$ cat src/core/spi_port_defines.svh
`ifndef SPI_PORT_DEFINES_SVH
`define SPI_PORT_DEFINES_SVH

// ==========================================================
// Register word addresses
`define SPI_ADDR_CTRL 2'h0
`define SPI_ADDR_CFG 2'h1
`define SPI_ADDR_DATA 2'h2
`define SPI_ADDR_RATE 2'h3

// ==========================================================
// Field positions of control_reg
`define SPI_CTRL_DONE 7
`define SPI_CTRL_WRITE_COLLISION_FLAG 6
`define SPI_CTRL_MODE_FAULT_FLAG 5
`define SPI_CTRL_OVRN 4
`define SPI_CTRL_MODE_HI 3
`define SPI_CTRL_MODE_LO 2
`define SPI_CTRL_IRQEN 1
`define SPI_CTRL_EN 0

// ==========================================================
// Field positions of the configuration register
`define SPI_CFG_BUSY 7
`define SPI_CFG_MASTER_ENABLE 6
`define SPI_CFG_CPHA 5
`define SPI_CFG_CPOL 4
`define SPI_CFG_SLVSEL 3
`define SPI_CFG_SELIN 2
`define SPI_CFG_SRMT 1
`define SPI_CFG_RXBMT 0

// ==========================================================
// Select pin modes, reset values, bit counts
`define SPI_MODE_3WIRE 2'b00
`define SPI_MODE_MULTI 2'b01
`define SPI_MODE_RESET 2'b01
`define SPI_RATE_RESET 8'h00
`define SPI_BYTE_RESET 8'h00
`define SPI_BIT_LAST 4'h7
`define SPI_BIT_FULL 4'h8

`endif

$ cat src/core/spi_port_pkg.sv
package spi_port_pkg;

   // Sticky event flags, set by hardware, cleared by software
   typedef struct packed {
      logic xferDone;
      logic writeColl;
      logic modeFault;
      logic rxOverrun;
   } flags_s;

   // Master sequencer states
   typedef enum logic [1:0] {
      M_IDLE = 2'b01,
      M_RUN = 2'b10
   } mstate_e;

endpackage

$ cat src/core/spi_master_slave_port.sv
// Local design decisions: the placing of the registers and the plain strobed port.
`timescale 1ns/1ns
`include "spi_port_defines.svh"
module spi_master_slave_port #(
   parameter int ADDR_W = 2,
   parameter int DIV_W = 8
) (
   input wire logic core_clk, // System clock
   input wire logic rst_b, // Asynchronous reset, active low
   input wire logic clkEn, // Freezes all state while low
   input wire logic [ADDR_W-1:0] regAddr, // Register word address
   input wire logic [7:0] wrData, // Write data
   input wire logic wrStb, // Write strobe
   input wire logic rdStb, // Read strobe
   output logic [7:0] rdData, // Read data, cycle after strobe
   input wire logic sckIn, // SCK pin level
   output logic sckOut, // SCK drive value
   output logic sckOe, // SCK drive enable
   input wire logic mosiIn, // MOSI pin level
   output logic mosiOut, // MOSI drive value
   output logic mosiOe, // MOSI drive enable
   input wire logic misoIn, // MISO pin level
   output logic misoOut, // MISO drive value
   output logic misoOe, // MISO drive enable
   input wire logic slaveSelectNIn, // Select pin level, active low
   output logic slaveSelectNOut, // Select drive value
   output logic slaveSelectNOe, // Select drive enable
   output logic irqReq // Interrupt request level
);

   // ==========================================================
   // Elaboration checks
   generate
      if (ADDR_W < 2) begin : g_bad_addr
         $error("ADDR_W must be at least 2");
      end
      if (DIV_W < 1 || DIV_W > 8) begin : g_bad_div
         $error("DIV_W must be 1 to 8");
      end
   endgenerate

   // ==========================================================
   // Pin synchronisers
   localparam int NSYNC = 4;
   logic [NSYNC-1:0] pinRaw;
   logic [NSYNC-1:0] syncA;
   logic [NSYNC-1:0] syncB;
   assign pinRaw = {sckIn, mosiIn, misoIn, slaveSelectNIn};

   genvar gi;
   generate
      for (gi = 0; gi < NSYNC; gi++) begin : g_sync
         always_ff @(posedge core_clk or negedge rst_b) begin
            // Reset to each pin's idle level so no false edge follows reset
            if (!rst_b) begin
               syncA[gi] <= (gi == 0);
               syncB[gi] <= (gi == 0);
            end else if (clkEn) begin
               syncA[gi] <= pinRaw[gi];
               syncB[gi] <= syncA[gi];
            end
         end
      end
   endgenerate

   logic sckS;
   logic mosiS;
   logic misoS;
   logic ssS;
   assign {sckS, mosiS, misoS, ssS} = syncB;

   // Selected as slave for a given select mode
   function automatic logic slaveSelected(input logic [1:0] mode, input logic selN);
      slaveSelected = (mode == `SPI_MODE_3WIRE) || ((mode == `SPI_MODE_MULTI) && !selN);
   endfunction

   // ==========================================================
   // State
   spi_port_pkg::flags_s flags, next_flags;
   spi_port_pkg::mstate_e mState, next_mState;
   logic [1:0] selMode, next_selMode;
   logic irqEn, next_irqEn;
   logic blockEn, next_blockEn;
   logic masterEn, next_masterEn;
   logic cpha, next_cpha;
   logic cpol, next_cpol;
   logic [DIV_W-1:0] rateDiv, next_rateDiv;
   logic [7:0] txBuf, next_txBuf;
   logic txFull, next_txFull;
   logic [7:0] shReg, next_shReg;
   logic shEmpty, next_shEmpty;
   logic [7:0] rxBuf, next_rxBuf;
   logic rxFull, next_rxFull;
   logic [3:0] bitCnt, next_bitCnt;
   logic rxBit, next_rxBit;
   logic pend, next_pend;
   logic [DIV_W-1:0] halfCnt, next_halfCnt;
   logic sckGen, next_sckGen;
   logic leadNext, next_leadNext;
   logic sckPrev, next_sckPrev;
   logic ssPrev, next_ssPrev;
   logic [7:0] next_rdData;
   logic next_sckOut, next_sckOe;
   logic next_mosiOut, next_mosiOe;
   logic next_misoOut, next_misoOe;
   logic next_ssOut, next_ssOe;
   logic next_irqReq;

   // Combinational helpers
   logic slaveActive;
   logic selFall;
   logic lead;
   logic trail;
   logic din;
   logic sampleEdge;
   logic shiftEdge;
   logic done;
   logic [7:0] captured;
   logic busy;

   // ==========================================================
   // Next-state logic
   always_comb begin
      next_flags = flags;
      next_mState = mState;
      next_selMode = selMode;
      next_irqEn = irqEn;
      next_blockEn = blockEn;
      next_masterEn = masterEn;
      next_cpha = cpha;
      next_cpol = cpol;
      next_rateDiv = rateDiv;
      next_txBuf = txBuf;
      next_txFull = txFull;
      next_shReg = shReg;
      next_shEmpty = shEmpty;
      next_rxBuf = rxBuf;
      next_rxFull = rxFull;
      next_bitCnt = bitCnt;
      next_rxBit = rxBit;
      next_pend = pend;
      next_halfCnt = halfCnt;
      next_sckGen = sckGen;
      next_leadNext = leadNext;
      next_sckPrev = sckS;
      next_ssPrev = ssS;
      done = 1'b0;
      captured = shReg;
      lead = 1'b0;
      trail = 1'b0;

      slaveActive = blockEn && !masterEn && slaveSelected(selMode, ssS);
      selFall = ssPrev && !ssS;

      // Register writes; flags clear on a written zero
      if (wrStb) begin
         case (regAddr[1:0])
            `SPI_ADDR_CTRL: begin
               next_flags.xferDone = flags.xferDone & wrData[`SPI_CTRL_DONE];
               next_flags.writeColl = flags.writeColl & wrData[`SPI_CTRL_WRITE_COLLISION_FLAG];
               next_flags.modeFault = flags.modeFault & wrData[`SPI_CTRL_MODE_FAULT_FLAG];
               next_flags.rxOverrun = flags.rxOverrun & wrData[`SPI_CTRL_OVRN];
               next_selMode = {wrData[`SPI_CTRL_MODE_HI], wrData[`SPI_CTRL_MODE_LO]};
               next_irqEn = wrData[`SPI_CTRL_IRQEN];
               next_blockEn = wrData[`SPI_CTRL_EN];
            end
            `SPI_ADDR_CFG: begin
               next_masterEn = wrData[`SPI_CFG_MASTER_ENABLE];
               next_cpha = wrData[`SPI_CFG_CPHA];
               next_cpol = wrData[`SPI_CFG_CPOL];
            end
            `SPI_ADDR_DATA: begin
               if (txFull) begin
                  next_flags.writeColl = 1'b1;
               end else begin
                  next_txBuf = wrData;
                  next_txFull = 1'b1;
               end
            end
            `SPI_ADDR_RATE: begin
               next_rateDiv = wrData[DIV_W-1:0];
            end
            default: begin
            end
         endcase
      end

      if (rdStb && regAddr[1:0] == `SPI_ADDR_DATA) begin
         next_rxFull = 1'b0;
      end

      // Master SCK generation, half period of rateDiv+1 clocks
      if (mState == spi_port_pkg::M_RUN) begin
         if (halfCnt == rateDiv) begin
            next_halfCnt = '0;
            next_sckGen = ~sckGen;
            next_leadNext = ~leadNext;
            lead = leadNext;
            trail = ~leadNext;
         end else begin
            next_halfCnt = halfCnt + 1'b1;
         end
      end else if (slaveActive) begin
         lead = (sckS != sckPrev) && (sckS != cpol);
         trail = (sckS != sckPrev) && (sckS == cpol);
      end

      din = masterEn ? misoS : mosiS;
      sampleEdge = cpha ? trail : lead;
      shiftEdge = cpha ? lead : trail;

      // Shift engine, MSB out first, new bit enters at the bottom
      if (sampleEdge) begin
         if (cpha && bitCnt == `SPI_BIT_LAST) begin
            captured = {shReg[6:0], din};
            done = 1'b1;
            next_shReg = captured;
            next_bitCnt = '0;
            next_pend = 1'b0;
         end else begin
            next_rxBit = din;
            next_pend = 1'b1;
            next_bitCnt = bitCnt + 1'b1;
         end
      end
      if (shiftEdge && pend) begin
         captured = {shReg[6:0], rxBit};
         next_shReg = captured;
         next_pend = 1'b0;
         if (!cpha && bitCnt == `SPI_BIT_FULL) begin
            done = 1'b1;
            next_bitCnt = '0;
         end
      end

      // Byte complete
      if (done) begin
         next_flags.xferDone = 1'b1;
         next_shEmpty = 1'b1;
         if (next_rxFull && !masterEn) begin
            next_flags.rxOverrun = 1'b1;
         end else begin
            next_rxBuf = captured;
            next_rxFull = 1'b1;
         end
         if (mState == spi_port_pkg::M_RUN) begin
            next_mState = spi_port_pkg::M_IDLE;
            next_sckGen = cpol;
         end
      end

      // Four-wire slave realigns on select fall
      if (!masterEn && selMode == `SPI_MODE_MULTI && selFall) begin
         next_bitCnt = '0;
         next_pend = 1'b0;
      end

      // Buffer to shift register when the shifter is empty
      if (next_txFull && next_shEmpty) begin
         next_shReg = next_txBuf;
         next_txFull = 1'b0;
         next_shEmpty = 1'b0;
         // Next state, so a queued byte starts right after the one just done
         if (blockEn && masterEn && next_mState == spi_port_pkg::M_IDLE) begin
            next_mState = spi_port_pkg::M_RUN;
            next_halfCnt = '0;
            next_leadNext = 1'b1;
            next_sckGen = cpol;
         end
      end

      // Disabled port drops any partial byte
      if (!blockEn) begin
         next_bitCnt = '0;
         next_pend = 1'b0;
         next_mState = spi_port_pkg::M_IDLE;
         next_sckGen = cpol;
      end

      // Another master took the bus
      if (blockEn && masterEn && selMode == `SPI_MODE_MULTI && selFall) begin
         next_masterEn = 1'b0;
         next_blockEn = 1'b0;
         next_flags.modeFault = 1'b1;
         next_mState = spi_port_pkg::M_IDLE;
         next_sckGen = cpol;
         next_bitCnt = '0;
         next_pend = 1'b0;
      end
   end

   // ==========================================================
   // Read data and pin outputs, all registered
   always_comb begin
      busy = (mState == spi_port_pkg::M_RUN) || (bitCnt != 4'h0) || pend;
      next_rdData = 8'h00;
      if (rdStb) begin
         case (regAddr[1:0])
            `SPI_ADDR_CTRL: begin
               next_rdData = {flags, selMode, irqEn, blockEn};
            end
            `SPI_ADDR_CFG: begin
               next_rdData = {busy, masterEn, cpha, cpol, slaveActive, ssS, shEmpty, ~rxFull};
            end
            `SPI_ADDR_DATA: begin
               next_rdData = rxBuf;
            end
            `SPI_ADDR_RATE: begin
               next_rdData = 8'(rateDiv);
            end
            default: begin
               next_rdData = 8'h00;
            end
         endcase
      end
      next_mosiOut = shReg[7];
      next_mosiOe = blockEn && masterEn;
      next_sckOut = masterEn ? sckGen : cpol;
      next_sckOe = blockEn && masterEn;
      next_misoOut = shReg[7];
      next_misoOe = blockEn && !masterEn && slaveSelected(selMode, ssS);
      next_ssOut = selMode[0];
      next_ssOe = selMode[1];
      next_irqReq = irqEn && (|flags);
   end

   // ==========================================================
   // Registers
   always_ff @(posedge core_clk or negedge rst_b) begin
      if (!rst_b) begin
         flags <= '0;
         mState <= spi_port_pkg::M_IDLE;
         selMode <= `SPI_MODE_RESET;
         irqEn <= 1'b0;
         blockEn <= 1'b0;
         masterEn <= 1'b0;
         cpha <= 1'b0;
         cpol <= 1'b0;
         rateDiv <= DIV_W'(`SPI_RATE_RESET);
         txBuf <= `SPI_BYTE_RESET;
         txFull <= 1'b0;
         shReg <= `SPI_BYTE_RESET;
         shEmpty <= 1'b1;
         rxBuf <= `SPI_BYTE_RESET;
         rxFull <= 1'b0;
         bitCnt <= '0;
         rxBit <= 1'b0;
         pend <= 1'b0;
         halfCnt <= '0;
         sckGen <= 1'b0;
         leadNext <= 1'b1;
         sckPrev <= 1'b0;
         ssPrev <= 1'b1;
         rdData <= 8'h00;
         sckOut <= 1'b0;
         sckOe <= 1'b0;
         mosiOut <= 1'b0;
         mosiOe <= 1'b0;
         misoOut <= 1'b0;
         misoOe <= 1'b0;
         slaveSelectNOut <= 1'b1;
         slaveSelectNOe <= 1'b0;
         irqReq <= 1'b0;
      end else if (clkEn) begin
         flags <= next_flags;
         mState <= next_mState;
         selMode <= next_selMode;
         irqEn <= next_irqEn;
         blockEn <= next_blockEn;
         masterEn <= next_masterEn;
         cpha <= next_cpha;
         cpol <= next_cpol;
         rateDiv <= next_rateDiv;
         txBuf <= next_txBuf;
         txFull <= next_txFull;
         shReg <= next_shReg;
         shEmpty <= next_shEmpty;
         rxBuf <= next_rxBuf;
         rxFull <= next_rxFull;
         bitCnt <= next_bitCnt;
         rxBit <= next_rxBit;
         pend <= next_pend;
         halfCnt <= next_halfCnt;
         sckGen <= next_sckGen;
         leadNext <= next_leadNext;
         sckPrev <= next_sckPrev;
         ssPrev <= next_ssPrev;
         rdData <= next_rdData;
         sckOut <= next_sckOut;
         sckOe <= next_sckOe;
         mosiOut <= next_mosiOut;
         mosiOe <= next_mosiOe;
         misoOut <= next_misoOut;
         misoOe <= next_misoOe;
         slaveSelectNOut <= next_ssOut;
         slaveSelectNOe <= next_ssOe;
         irqReq <= next_irqReq;
      end
   end

endmodule // spi_master_slave_port

$ cat config.mk
export PLATFORM = sky130hd
export DESIGN_NAME = spi_master_slave_port
export DESIGN_NICKNAME = d
export VERILOG_FILES = /design/src/core/spi_port_pkg.sv /design/src/core/spi_master_slave_port.sv
export VERILOG_INCLUDE_DIRS = /design/src /design/src/core
export SDC_FILE = /design/constraint.sdc
export NUM_CORES = 1
export LEC_CHECK = 0
export BUFFER_PORTS_ARGS = -buffer_cell sky130_fd_sc_hd__buf_2
export CORE_MARGIN = 8
export CORE_UTILIZATION = 45
export DETAILED_ROUTE_END_ITERATION = 16
export GPL_TIMING_DRIVEN = 0
export PLACE_DENSITY_LB_ADDON = 0.05
export SYNTH_ARGS = -nofsm -noshare
export SYNTH_HDL_FRONTEND = slang
export SYNTH_SLANG_ARGS = --single-unit
$ cat constraint.sdc
create_clock -name core_clk -period 3.5 [get_ports core_clk]
set_clock_uncertainty 0.05 [all_clocks]
set_input_delay 0.7 -clock core_clk [delete_from_list [all_inputs] [get_ports core_clk]]
set_output_delay 0.7 -clock core_clk [all_outputs]
set_load 0.01 [all_outputs]
## Yosys cells after proc, flatten, opt, wreduce, memory -nomap -nowiden

Index checks and enable logic that the tools add are counted.

| storage, ports and cells | value |
|---|---|
| output and inout port bits | 17 |
| bits in read-only memories | 0 |
| bits in writable memories | 0 |
| logic and storage cells | 193 |
| flip-flop bits (word level) | 89 |
| latch bits | 0 |
| input bits | 19 |
| memories kept | 0 |

| cells by class | value |
|---|---|
| magnitude comparators | 0 |
| multiply operators | 0 |
| equality and inequality tests | 14 |
| add/subtract/negate cells | 2 |
| shifts and indexed selects | 0 |
| bitwise logic cells | 9 |
| reductions and logical operators | 45 |
| mux-type cells | 81 |
| divide/modulo/power cells | 0 |

Operator list:

| cell | number |
|---|---|
| $mux 8 | 12 |
| $mux 1 | 52 |
| $mux 4 | 8 |
| $pmux 8 s4 | 1 |
| $reduce_and 3->1 | 8 |
| $logic_and 1x1->1 | 19 |
| $mux 2 | 7 |
| $reduce_bool 2->1 | 6 |
| $add 8x1->8 const B | 1 |
| $eq 8x8->1 | 1 |
| $eq 2x1->1 const B | 3 |
| $eq 2x2->1 const B | 3 |
| $ne 5x1->1 const B | 1 |
| $not 1->1 | 5 |
| $add 4x1->4 const B | 1 |
| $and 1x1->1 | 4 |
| $eq 4x3->1 const B | 1 |
| $eq 4x4->1 const B | 1 |
| $logic_not 2->1 | 2 |
| $reduce_and 4->1 | 1 |
| $reduce_bool 4->1 | 1 |
| $reduce_or 4->1 | 1 |
| $logic_not 1->1 | 3 |
| $logic_or 1x1->1 | 3 |
| 5 further kinds | 6 |

## Logic depth before layout (Yosys ltp)

Gate-level depths: netlist of run 1.

| logic depth | value |
|---|---|
| depth in word-level cells | 17 |
| mapped depth | 10 |
| gate-level depth less buffers | 9 |

## Worst setup path before layout of run 1

No wires, ideal clock.

| path | value |
|---|---|
| path type | register -> register |
| start | reg masterEn |
| end | reg rxBuf[1] |
| period minus slack after synthesis | 2.540 ns |
| slack | 0.960 ns |
| setup time | 0.125 ns |
| data arrival time | 2.365 ns |
| buffers on the path | 2 |
| required time | 3.325 ns |
| cell stages (with the launch flop) | 8 |
| cell sequence | dfrtp_1 buf_6 or3b_4 a2111o_1 a21oi_1 and3_1 buf_4 mux2_2 |

| between the ends | value |
|---|---|
| word-level cells in the longest chain between the ends | 10 |
| elaborated cells on any way between the ends | 18 |
| classes of those cells | mux: 11; bitwise: 1; reduce/logical: 6 |

RTL lines:

| what | RTL line | source |
|---|---|---|
| start, declared | spi_master_slave_port.sv:84 | `logic masterEn, next_masterEn;` |
| start signal, assigned | spi_master_slave_port.sv:370 | `masterEn <= next_masterEn;` |
| $logic_not 1->1 (*) | spi_master_slave_port.sv:152, spi_master_slave_port.sv:240 |  |
| $logic_and 1x1->1 (2 in series) | spi_master_slave_port.sv:152 | `slaveActive = blockEn && !masterEn && slaveSelected(selMode, ssS);` |
| $mux 1 | spi_master_slave_port.sv:203 | `end else if (slaveActive) begin` |
| $mux 1 | spi_master_slave_port.sv:193 | `if (mState == spi_port_pkg::M_RUN) begin` |
| $mux 1 | spi_master_slave_port.sv:209 | `sampleEdge = cpha ? trail : lead;` |
| $mux 1 | spi_master_slave_port.sv:213 | `if (sampleEdge) begin` |
| $mux 1 | spi_master_slave_port.sv:230 | `` if (!cpha && bitCnt == `SPI_BIT_FULL) begin `` |
| $mux 1 | spi_master_slave_port.sv:226 | `if (shiftEdge && pend) begin` |
| $reduce_and 3->1 (no line) | n/a |  |
| end signal, assigned | spi_master_slave_port.sv:344 | `` rxBuf <= `SPI_BYTE_RESET; `` |
| end signal, assigned | spi_master_slave_port.sv:378 | `rxBuf <= next_rxBuf;` |
| end, declared | spi_master_slave_port.sv:92 | `logic [7:0] rxBuf, next_rxBuf;` |

Mark *: on every way between the ends. The rest lies on a longest branch, timed or not.
A chain may end at the register's enable or synchronous reset.

## Worst setup path after layout of run 1

| path | value |
|---|---|
| start | reg cpol |
| end | reg rxBuf[2] |

| between the ends | value |
|---|---|
| word-level cells in the longest chain between the ends | 9 |
| elaborated cells on any way between the ends | 17 |
| classes of those cells | eq/ne: 2; mux: 11; reduce/logical: 4 |

RTL lines:

| what | RTL line | source |
|---|---|---|
| start, declared | spi_master_slave_port.sv:86 | `logic cpol, next_cpol;` |
| start signal, assigned | spi_master_slave_port.sv:372 | `cpol <= next_cpol;` |
| $ne 1x1->1 / $eq 1x1->1 (equally long branches) | spi_master_slave_port.sv:204, spi_master_slave_port.sv:205 |  |
| $logic_and 1x1->1 (on tied branches) | spi_master_slave_port.sv:204, spi_master_slave_port.sv:205 |  |
| $mux 1 | spi_master_slave_port.sv:203 |  |
| $mux 1 | spi_master_slave_port.sv:193 |  |
| $mux 1 | spi_master_slave_port.sv:209 |  |
| $mux 1 | spi_master_slave_port.sv:213 |  |
| $mux 1 | spi_master_slave_port.sv:230 |  |
| $mux 1 | spi_master_slave_port.sv:226 |  |
| $reduce_and 3->1 (no line) | n/a |  |

Parallel ways exist; a longest one is shown, timed or not.

==> metrics.csv, run 1 <==
stage,metric,value,unit
status,status,"complete, no violations",
final_layout,Area Growth Syn to Fin,12.7,%
placement,dpl cells,579,
sta,Max Clock Freq,331,MHz
setup_path,"slowest stage delay, CP",0.55,ns
route,Iteration-0 DRC Markers,245,
clocking,clk sinks,89,
clocking,CTS resizes,0,
clocking,CTS tree,built,
synth,Yosys reg bits,89,
sta,Final Critical Period,3.02,ns
job,Max Cap Violations,0,
setup_path,CP arrival,3.22,ns
global_route,first-pass GRT wire length,18600,um
floorplan,full die area,13600,um^2
sta,setup ws final,0.479,ns
setup_path,CP Cell Sequence,or3b_2 > a2111o_1 > a21oi_1 > and3_1 > buf_4 > mux2_2,
route,routed len/inst,19.5,um
synth,cell taking the most area after synthesis,dfrtp_1,
sta,sum of negative setup slack,0,ns
floorplan,Initial Utilization,46.5,%
setup_path,CP Class,reg -> reg,
synth,syn nets,438,
floorplan,Die X,117,um
setup_path,Register-to-Register Path Depth,6,
global_route,vias in the first global route,3419,
synth,synthesized instance count,414,
clocking,Root Driver,clkbuf_8,
floorplan,die span in y,117,um
sta,final setup fails,0,
clocking,Max clock buf depth,2,
synth,Cell variety after synth,61,
synth,post-synth top area share,44.4,%
synth,number of synthesized flops with an enable pin,0,
global_route,total grt overflow,0,
final_layout,# nets final,481,
route,DRC Markers,0,
final_layout,# fillers,946,
clocking,Post CTS Setup Buffer Count,0,
final_layout,layout cells sized above 1,26.8,%
clocking,H-Tree Depth,3,
route,Antenna Nets Post-Route,0,
global_route,largest net degree at the start of global routing,66,
synth,post-synthesis sequential area ratio,49.0,%
floorplan,I/O pin total,36,
route,vias,3373,
setup_path,Setup crit start kind,flip-flop,
sta,Slew Limit Headroom,19.3,%
floorplan,core area,9820,um^2
sta,worst slew pin tran,1.20,ns
final_layout,diode count,0,
floorplan,row count,36,
setup_path,slowest CP cell,a21oi_1,
synth,Post-synth top flop,dfrtp_1,
pwr,PwrDens,517,nW/um^2
pwr,Power Total,2660,uW
sta,Final Hold Vio Count,0,
final_layout,Post-Layout Cell Count,595,
synth,yosys warns,0,
route,DRT Pass-1 Iters,5,
synth,"top cells by area, synth","dfrtp_1 44%, mux2_2 11%, dfstp_2 4.6%",
global_route,Total GRT Usage,18.3,%
global_route,initial antenna violation count,0,
setup_path,Crit path required time,3.70,ns
setup_path,"Max FO, Critical Path",8,
setup_path,Setup crit end kind,flip-flop,
placement,detailed-placement wirelength estimate,8500,um
placement,port buffer count,31,
placement,pre-CTS setup slack,0.348,ns
route,final wirelength,11600,um
synth,Post-Syn Area,4570,um^2
synth,Async SR Flop Fraction,100,%
synth,syn avg cell area,11.0,um^2
final_layout,Finished Core Util,52.4,%
clocking,Worst-Skew Late Latency,0.37,ns
clocking,clock slew at reported path FFs,0.10,ns
clocking,hold buffer count at CTS,0,
clocking,TritonCTS Buffers,9,
route,Via density,5.67,
min_path,HP Class,in -> async,
sta,RSZ-0062 raised after global routing,false,
sta,fin crit share,86.3,%
pwr,worst vdd ir,0.365,mV
sta,max-slew violation count,0,
pwr,static leakage,0.00227,uW
placement,gpl congestion,0.837,
==> cells in the final DEF, fill, tap and decap left out, drive strengths merged, types with 12 or more instances in the layout <==
cell | Yosys | layout
buf | 9 | 41
mux2 | 46 | 46
clkbuf | 11 | 22
a21oi | 17 | 17
nor2 | 26 | 26
o21ai | 28 | 28
inv | 20 | 22
mux2i | 12 | 12
nand2 | 27 | 27
dfrtp | 81 | 81
nand3 | 16 | 16
==> cell type report <==
type                            count  area (um^2)  area share [%]
Clock buffer                       11          141            2.75
Inverter                           20         75.1            1.46
Tap cell                          133          166            3.23
Buffer                             20          101            1.97
Clock inverter                      5         86.3            1.68
Timing Repair Buffer               32          185            3.60
Sequential cell                    89         2240            43.5
Multi-Input combinational cell    285         2150            41.8
==> critical path: cells and delay by family (launching register included) <==
kind | cells | cell delay (ns)
AOI/OAI and AO/OA | 2 | 1.03
muxes | 1 | 0.34
DFF | 1 | 0.53
buffers and inverters | 1 | 0.18
and+or+nand+nor | 2 | 0.75
==> routing by layer <==
| layer | global-route usage [%] | vias up | routed length, um |
|---|---|---|---|
| li1 | - | 1593 | - |
| met1 | 24.4 | 1683 | 5400 |
| met2 | 28.3 | 80 | 5330 |
| met3 | 5.07 | 17 | 651 |
| met4 | 5.89 | 0 | 208 |
| met5 | 0 | - | 0 |
==> flip-flops by register name (all words and copies together), names as in the netlist, 8 cells and up <==
signal and count:
halfCnt 8, rateDiv 8, rdData 8, rxBuf 8
shReg 8, txBuf 8
==> logic make-up (layout without fill, tap and decap cells) <==
group | count (synthesis) | after routing | synth area share, %
simple gates | 118 | 118 | 13.6
flops | 89 | 89 | 49.0
buf+inv | 40 | 88 | 3.86
compound gates | 90 | 90 | 13.7
xor+xnor | 8 | 8 | 1.53
fa+ha+maj | 5 | 5 | 1.37
mux | 64 | 64 | 16.9
==> cell usage after synthesis, drive strengths merged, types with 2 or more instances <==
library cell	number
or3b	3
a221o	7
and3	6
nand3	16
buf	9
clkbuf	11
nor2b	8
nor3b	2
nand4b	2
inv	20
a211oi	3
a31oi	4
mux4	6
a31o	2
a22o	5
and3b	2
xnor2	8
a21oi	17
nor2	26
nand2	27
mux2i	12
a21boi	2
dfstp	8
ha	5
mux2	46
nor3	7
dfrtp	81
o2bb2ai	3
a21o	3
a21bo	2
nand3b	3
nand2b	2
o41ai	2
nand4	4
o21ai	28
and2	6
==> path summary, 6_finish.rpt <==
kind                          start    endpoint  slack [ns]
max                            cpol    rxBuf[2]        0.48
min                           rst_b   bitCnt[3]        0.18
max reg2reg                    cpol    rxBuf[2]        0.48
min reg2reg                leadNext    leadNext        0.45
max in group asynchronous     rst_b  selMode[0]        2.55
min in group core_clk      leadNext    leadNext        0.45
==> power by group <==
part / leakage, uW / switching, uW / internal, uW
Clock: 0.000115 / 389 / 429
Combinational: 0.00103 / 229 / 262
Sequential: 0.00112 / 148 / 1200
Total: 0.00227 / 766 / 1900
==> per-stage QoR <==
step           hold WS, ns  instance area (um^2)
2_1_floorplan        0.354                  4570
3_3_place_gp         0.418                  4890
3_5_place_dp         0.441                  4920
4_1_cts              0.177                  5150
5_1_grt              0.182                  5150
6_report             0.176                  5150
(Power assumes the default switching activity.)
==> inputs of run 2 (changes only) <==
Settings changed: ABC_AREA from default to 1.
==> run 2 against run 1 <==
Effect of this change:
- synthesized area is 2.6% higher
- combinational power is 23% higher
- sequential share of layout area is 0.91 points lower
- utilization is 1.0 points lower
- die area is 2.2% higher
- critical path type unchanged
- final area is 2.1% higher
- largest power group unchanged
- global-route usage is 1.4 points higher
==> metrics.csv, run 2 <==
stage,metric,value,unit,change
status,status,"complete, no violations",,
sta,worst slew pin tran,0.697,ns,-0.504 ns
synth,Post-synth top flop,dfrtp_1,,
clocking,CTS resizes,0,,unchanged
sta,max-slew violation count,0,,unchanged
global_route,total grt overflow,0,,unchanged
synth,Post-Syn Area,4680,um^2,+2.6%
clocking,clock slew at reported path FFs,0.09,ns,about the same
synth,yosys warns,0,,unchanged
setup_path,CP Class,reg -> reg,,
clocking,Post CTS Setup Buffer Count,0,,unchanged
min_path,HP Class,in -> async,,
route,Via density,5.39,,-4.9%
synth,syn nets,581,,+33%
final_layout,layout cells sized above 1,17.1,%,-9.7 points
global_route,initial antenna violation count,0,,unchanged
setup_path,Setup crit end kind,flip-flop,,
placement,detailed-placement wirelength estimate,9880,um,+16%
final_layout,Area Growth Syn to Fin,12.2,%,
pwr,P_sw,919,uW,+20%
final_layout,# fillers,1005,,+6.2%
synth,"top cells by area, synth","dfrtp_1 43%, nand2_1 12%, o21ai_0 5.3%",,
route,Antenna Nets Post-Route,0,,unchanged
global_route,vias in the first global route,4052,,+19%
final_layout,# nets final,627,,+30%
synth,Yosys reg bits,89,,unchanged
route,routed len/inst,17.8,um,-8.5%
setup_path,WP depth,13,,+7
pwr,worst vdd ir,0.216,mV,-41%
final_layout,design area,5260,um^2,+2.1%
pwr,PwrDens,509,nW/um^2,-1.6%
route,final wirelength,13200,um,+14%
setup_path,Register-to-Register Path Depth,13,,+7
setup_path,most common cell type on the critical path,nand2_1,,
setup_path,CP arrival,3.01,ns,-0.21 ns
floorplan,full die area,13900,um^2,+2.2%
floorplan,die span in y,118,um,+1.1%
synth,syn avg cell area,8.41,um^2,-24%
pwr,Clock Power Share,27.9,%,-2.8 points
route,vias,4010,,+19%
clocking,CTS tree,built,,
clocking,Worst-Skew Late Latency,0.37,ns,about the same
sta,RSZ-0062 raised after global routing,false,,
global_route,largest net degree at the start of global routing,56,,-15%
final_layout,diode count,0,,unchanged
floorplan,Initial Utilization,45.8,%,-0.72 points
clocking,Root Driver,clkbuf_8,,
clocking,Max clock buf depth,2,,unchanged
setup_path,CP Cell Sequence,xor2_1 > nor3_1 > nor2b_1 > ha_1 > nand2_1 > nand2_2 > nand4_4 > nand3_2 > nand2_4 > inv_1 > nand2_1 > nand3_1 > o21ai_0,,
clocking,TritonCTS Buffers,9,,unchanged
pwr,Power Total,2680,uW,+0.56%
placement,Area after DPL,5050,um^2,+2.8%
floorplan,Die X,118,um,+1.1%
placement,port buffer count,34,,+9.7%
floorplan,row count,37,,+2.8%
setup_path,"Max FO, Critical Path",10,,+2
sta,sum of negative setup slack,0,ns,unchanged
job,Max Cap Violations,0,,unchanged
pwr,cell-internal power,1760,uW,-7.3%
pwr,share of power burned in registers,49.6,%,-1.2 points
pwr,switching share of power,34.3,%,+5.6 points
final_layout,"commonest non-fill, non-tap cell in the layout",nand2_1,,
synth,post-synthesis sequential area ratio,47.8,%,-1.2 points
setup_path,"CP delay by family, top",simple AND/OR/NAND/NOR gates,,
floorplan,I/O pin total,36,,unchanged
sta,Max Clock Freq,353,MHz,+6.7%
synth,post-synth top area share,43.3,%,-1.1 points
setup_path,Crit path required time,3.68,ns,-0.02 ns
floorplan,core area,10200,um^2,+4.2%
sta,final setup fails,0,,unchanged
sta,Final Hold Vio Count,0,,unchanged
sta,Slew Limit Headroom,53.5,%,+34 points
placement,gpl congestion,0.933,,+11%
synth,most frequent cell after synthesis,nand2_1,,
pwr,Gate power share,22.5,%,+4.1 points
clocking,hold buffer count at CTS,0,,unchanged
clocking,H-Tree Depth,3,,unchanged
global_route,first-pass GRT wire length,21600,um,+16%
synth,synth cell count leaders,"154 x nand2_1, 81 x dfrtp_1, 60 x inv_1",,
clocking,clk sinks,89,,unchanged
synth,cell taking the most area after synthesis,dfrtp_1,,
route,DRT Pass-1 Iters,5,,unchanged
setup_path,worst path buffer plus inverter count,1,,unchanged
global_route,Total GRT Usage,19.8,%,+1.4 points
synth,synthesized instance count,557,,+35%
synth,Async SR Flop Fraction,100,%,unchanged
synth,Cell variety after synth,45,,-26%
final_layout,"commonest cells after routing, fill and taps aside","154 x nand2_1, 81 x dfrtp_1, 60 x inv_1",,
final_layout,Finished Core Util,51.4,%,-1.0 points
synth,number of synthesized flops with an enable pin,0,,unchanged
setup_path,slowest CP cell,dfrtp_1,,
sta,fin crit share,80.9,%,-5.4 points
pwr,static leakage,0.00257,uW,+13%
setup_path,Setup crit start kind,flip-flop,,
setup_path,"slowest stage delay, CP",0.45,ns,-0.10 ns
route,Iteration-0 DRC Markers,303,,+24%
route,DRC Markers,0,,unchanged
sta,Final Critical Period,2.83,ns,-0.188 ns
==> run 2: layout make-up <==
| type | instances | area, um^2 | area share (%) |
|---|---|---|---|
| Sequential cell | 89 | 2240 | 42.6 |
| Multi-Input combinational cell | 385 | 2100 | 39.9 |
| Inverter | 65 | 244 | 4.64 |
| Timing Repair Buffer | 35 | 200 | 3.81 |
| Tap cell | 136 | 170 | 3.24 |
| Clock buffer | 9 | 124 | 2.36 |
| Buffer | 18 | 105 | 2.00 |
| Clock inverter | 7 | 77.6 | 1.48 |
==> run 2: kinds of logic after synthesis <==
group / share of synthesized area, %
AND/OR/NAND/NOR: 23.3
buffers and inverters: 7.45
flip-flops: 47.8
XOR/XNOR: 2.80
multiplexers: 1.07
AO/OA/AOI/OAI: 16.3
adder cells (fa/ha/maj): 1.34
==> run 2: worst reg2reg max path, cell delays in order (launching register included) <==
cell	delay, ns
dfrtp_1	0.45
xor2_1	0.17
nor3_1	0.17
nor2b_1	0.40
ha_1	0.23
nand2_1	0.10
nand2_2	0.12
nand4_4	0.18
nand3_2	0.19
nand2_4	0.12
inv_1	0.24
nand2_1	0.10
nand3_1	0.07
o21ai_0	0.10
==> run 2: final timing paths <==
kind,start,slack (ns),end
max,rateDiv[3],0.67,shReg[4]
min,rst_b,0.23,flags[2]
max reg2reg,rateDiv[3],0.67,shReg[4]
min reg2reg,syncA[1],0.43,syncA[1]
max in group asynchronous,rst_b,2.50,syncA[0]
min in group core_clk,syncA[1],0.43,syncA[1]
==> run 2: layer usage <==
metal	GRT usage [%]	wire length, um	vias to the layer above
li1	-	-	1940
met1	26.0	6100	1927
met2	30.8	5990	123
met3	4.60	907	20
met4	7.69	254	0
met5	0	0	-
==> run 2: power by group through the flow <==
stage          registers (uW)  clock network (uW)  logic, uW
2_1_floorplan            1320                   0        401
3_3_place_gp             1340                   0        588
3_5_place_dp             1350                   0        603
4_1_cts                  1330                 760        607
5_1_grt                  1350                 809        683
6_report                 1330                 745        602
==> run 2: metrics by stage <==
| step | hold slack (ns) | std cells | setup WS, ns |
|---|---|---|---|
| after CTS | 0.237 | 744 | 0.660 |
| final | 0.229 | 744 | 0.667 |
| after global placement | 0.404 | 727 | 0.725 |
| after global routing | 0.257 | 744 | 0.414 |
| after floorplan | 0.354 | 557 | 1.23 |
| after detailed placement | 0.410 | 728 | 0.669 |
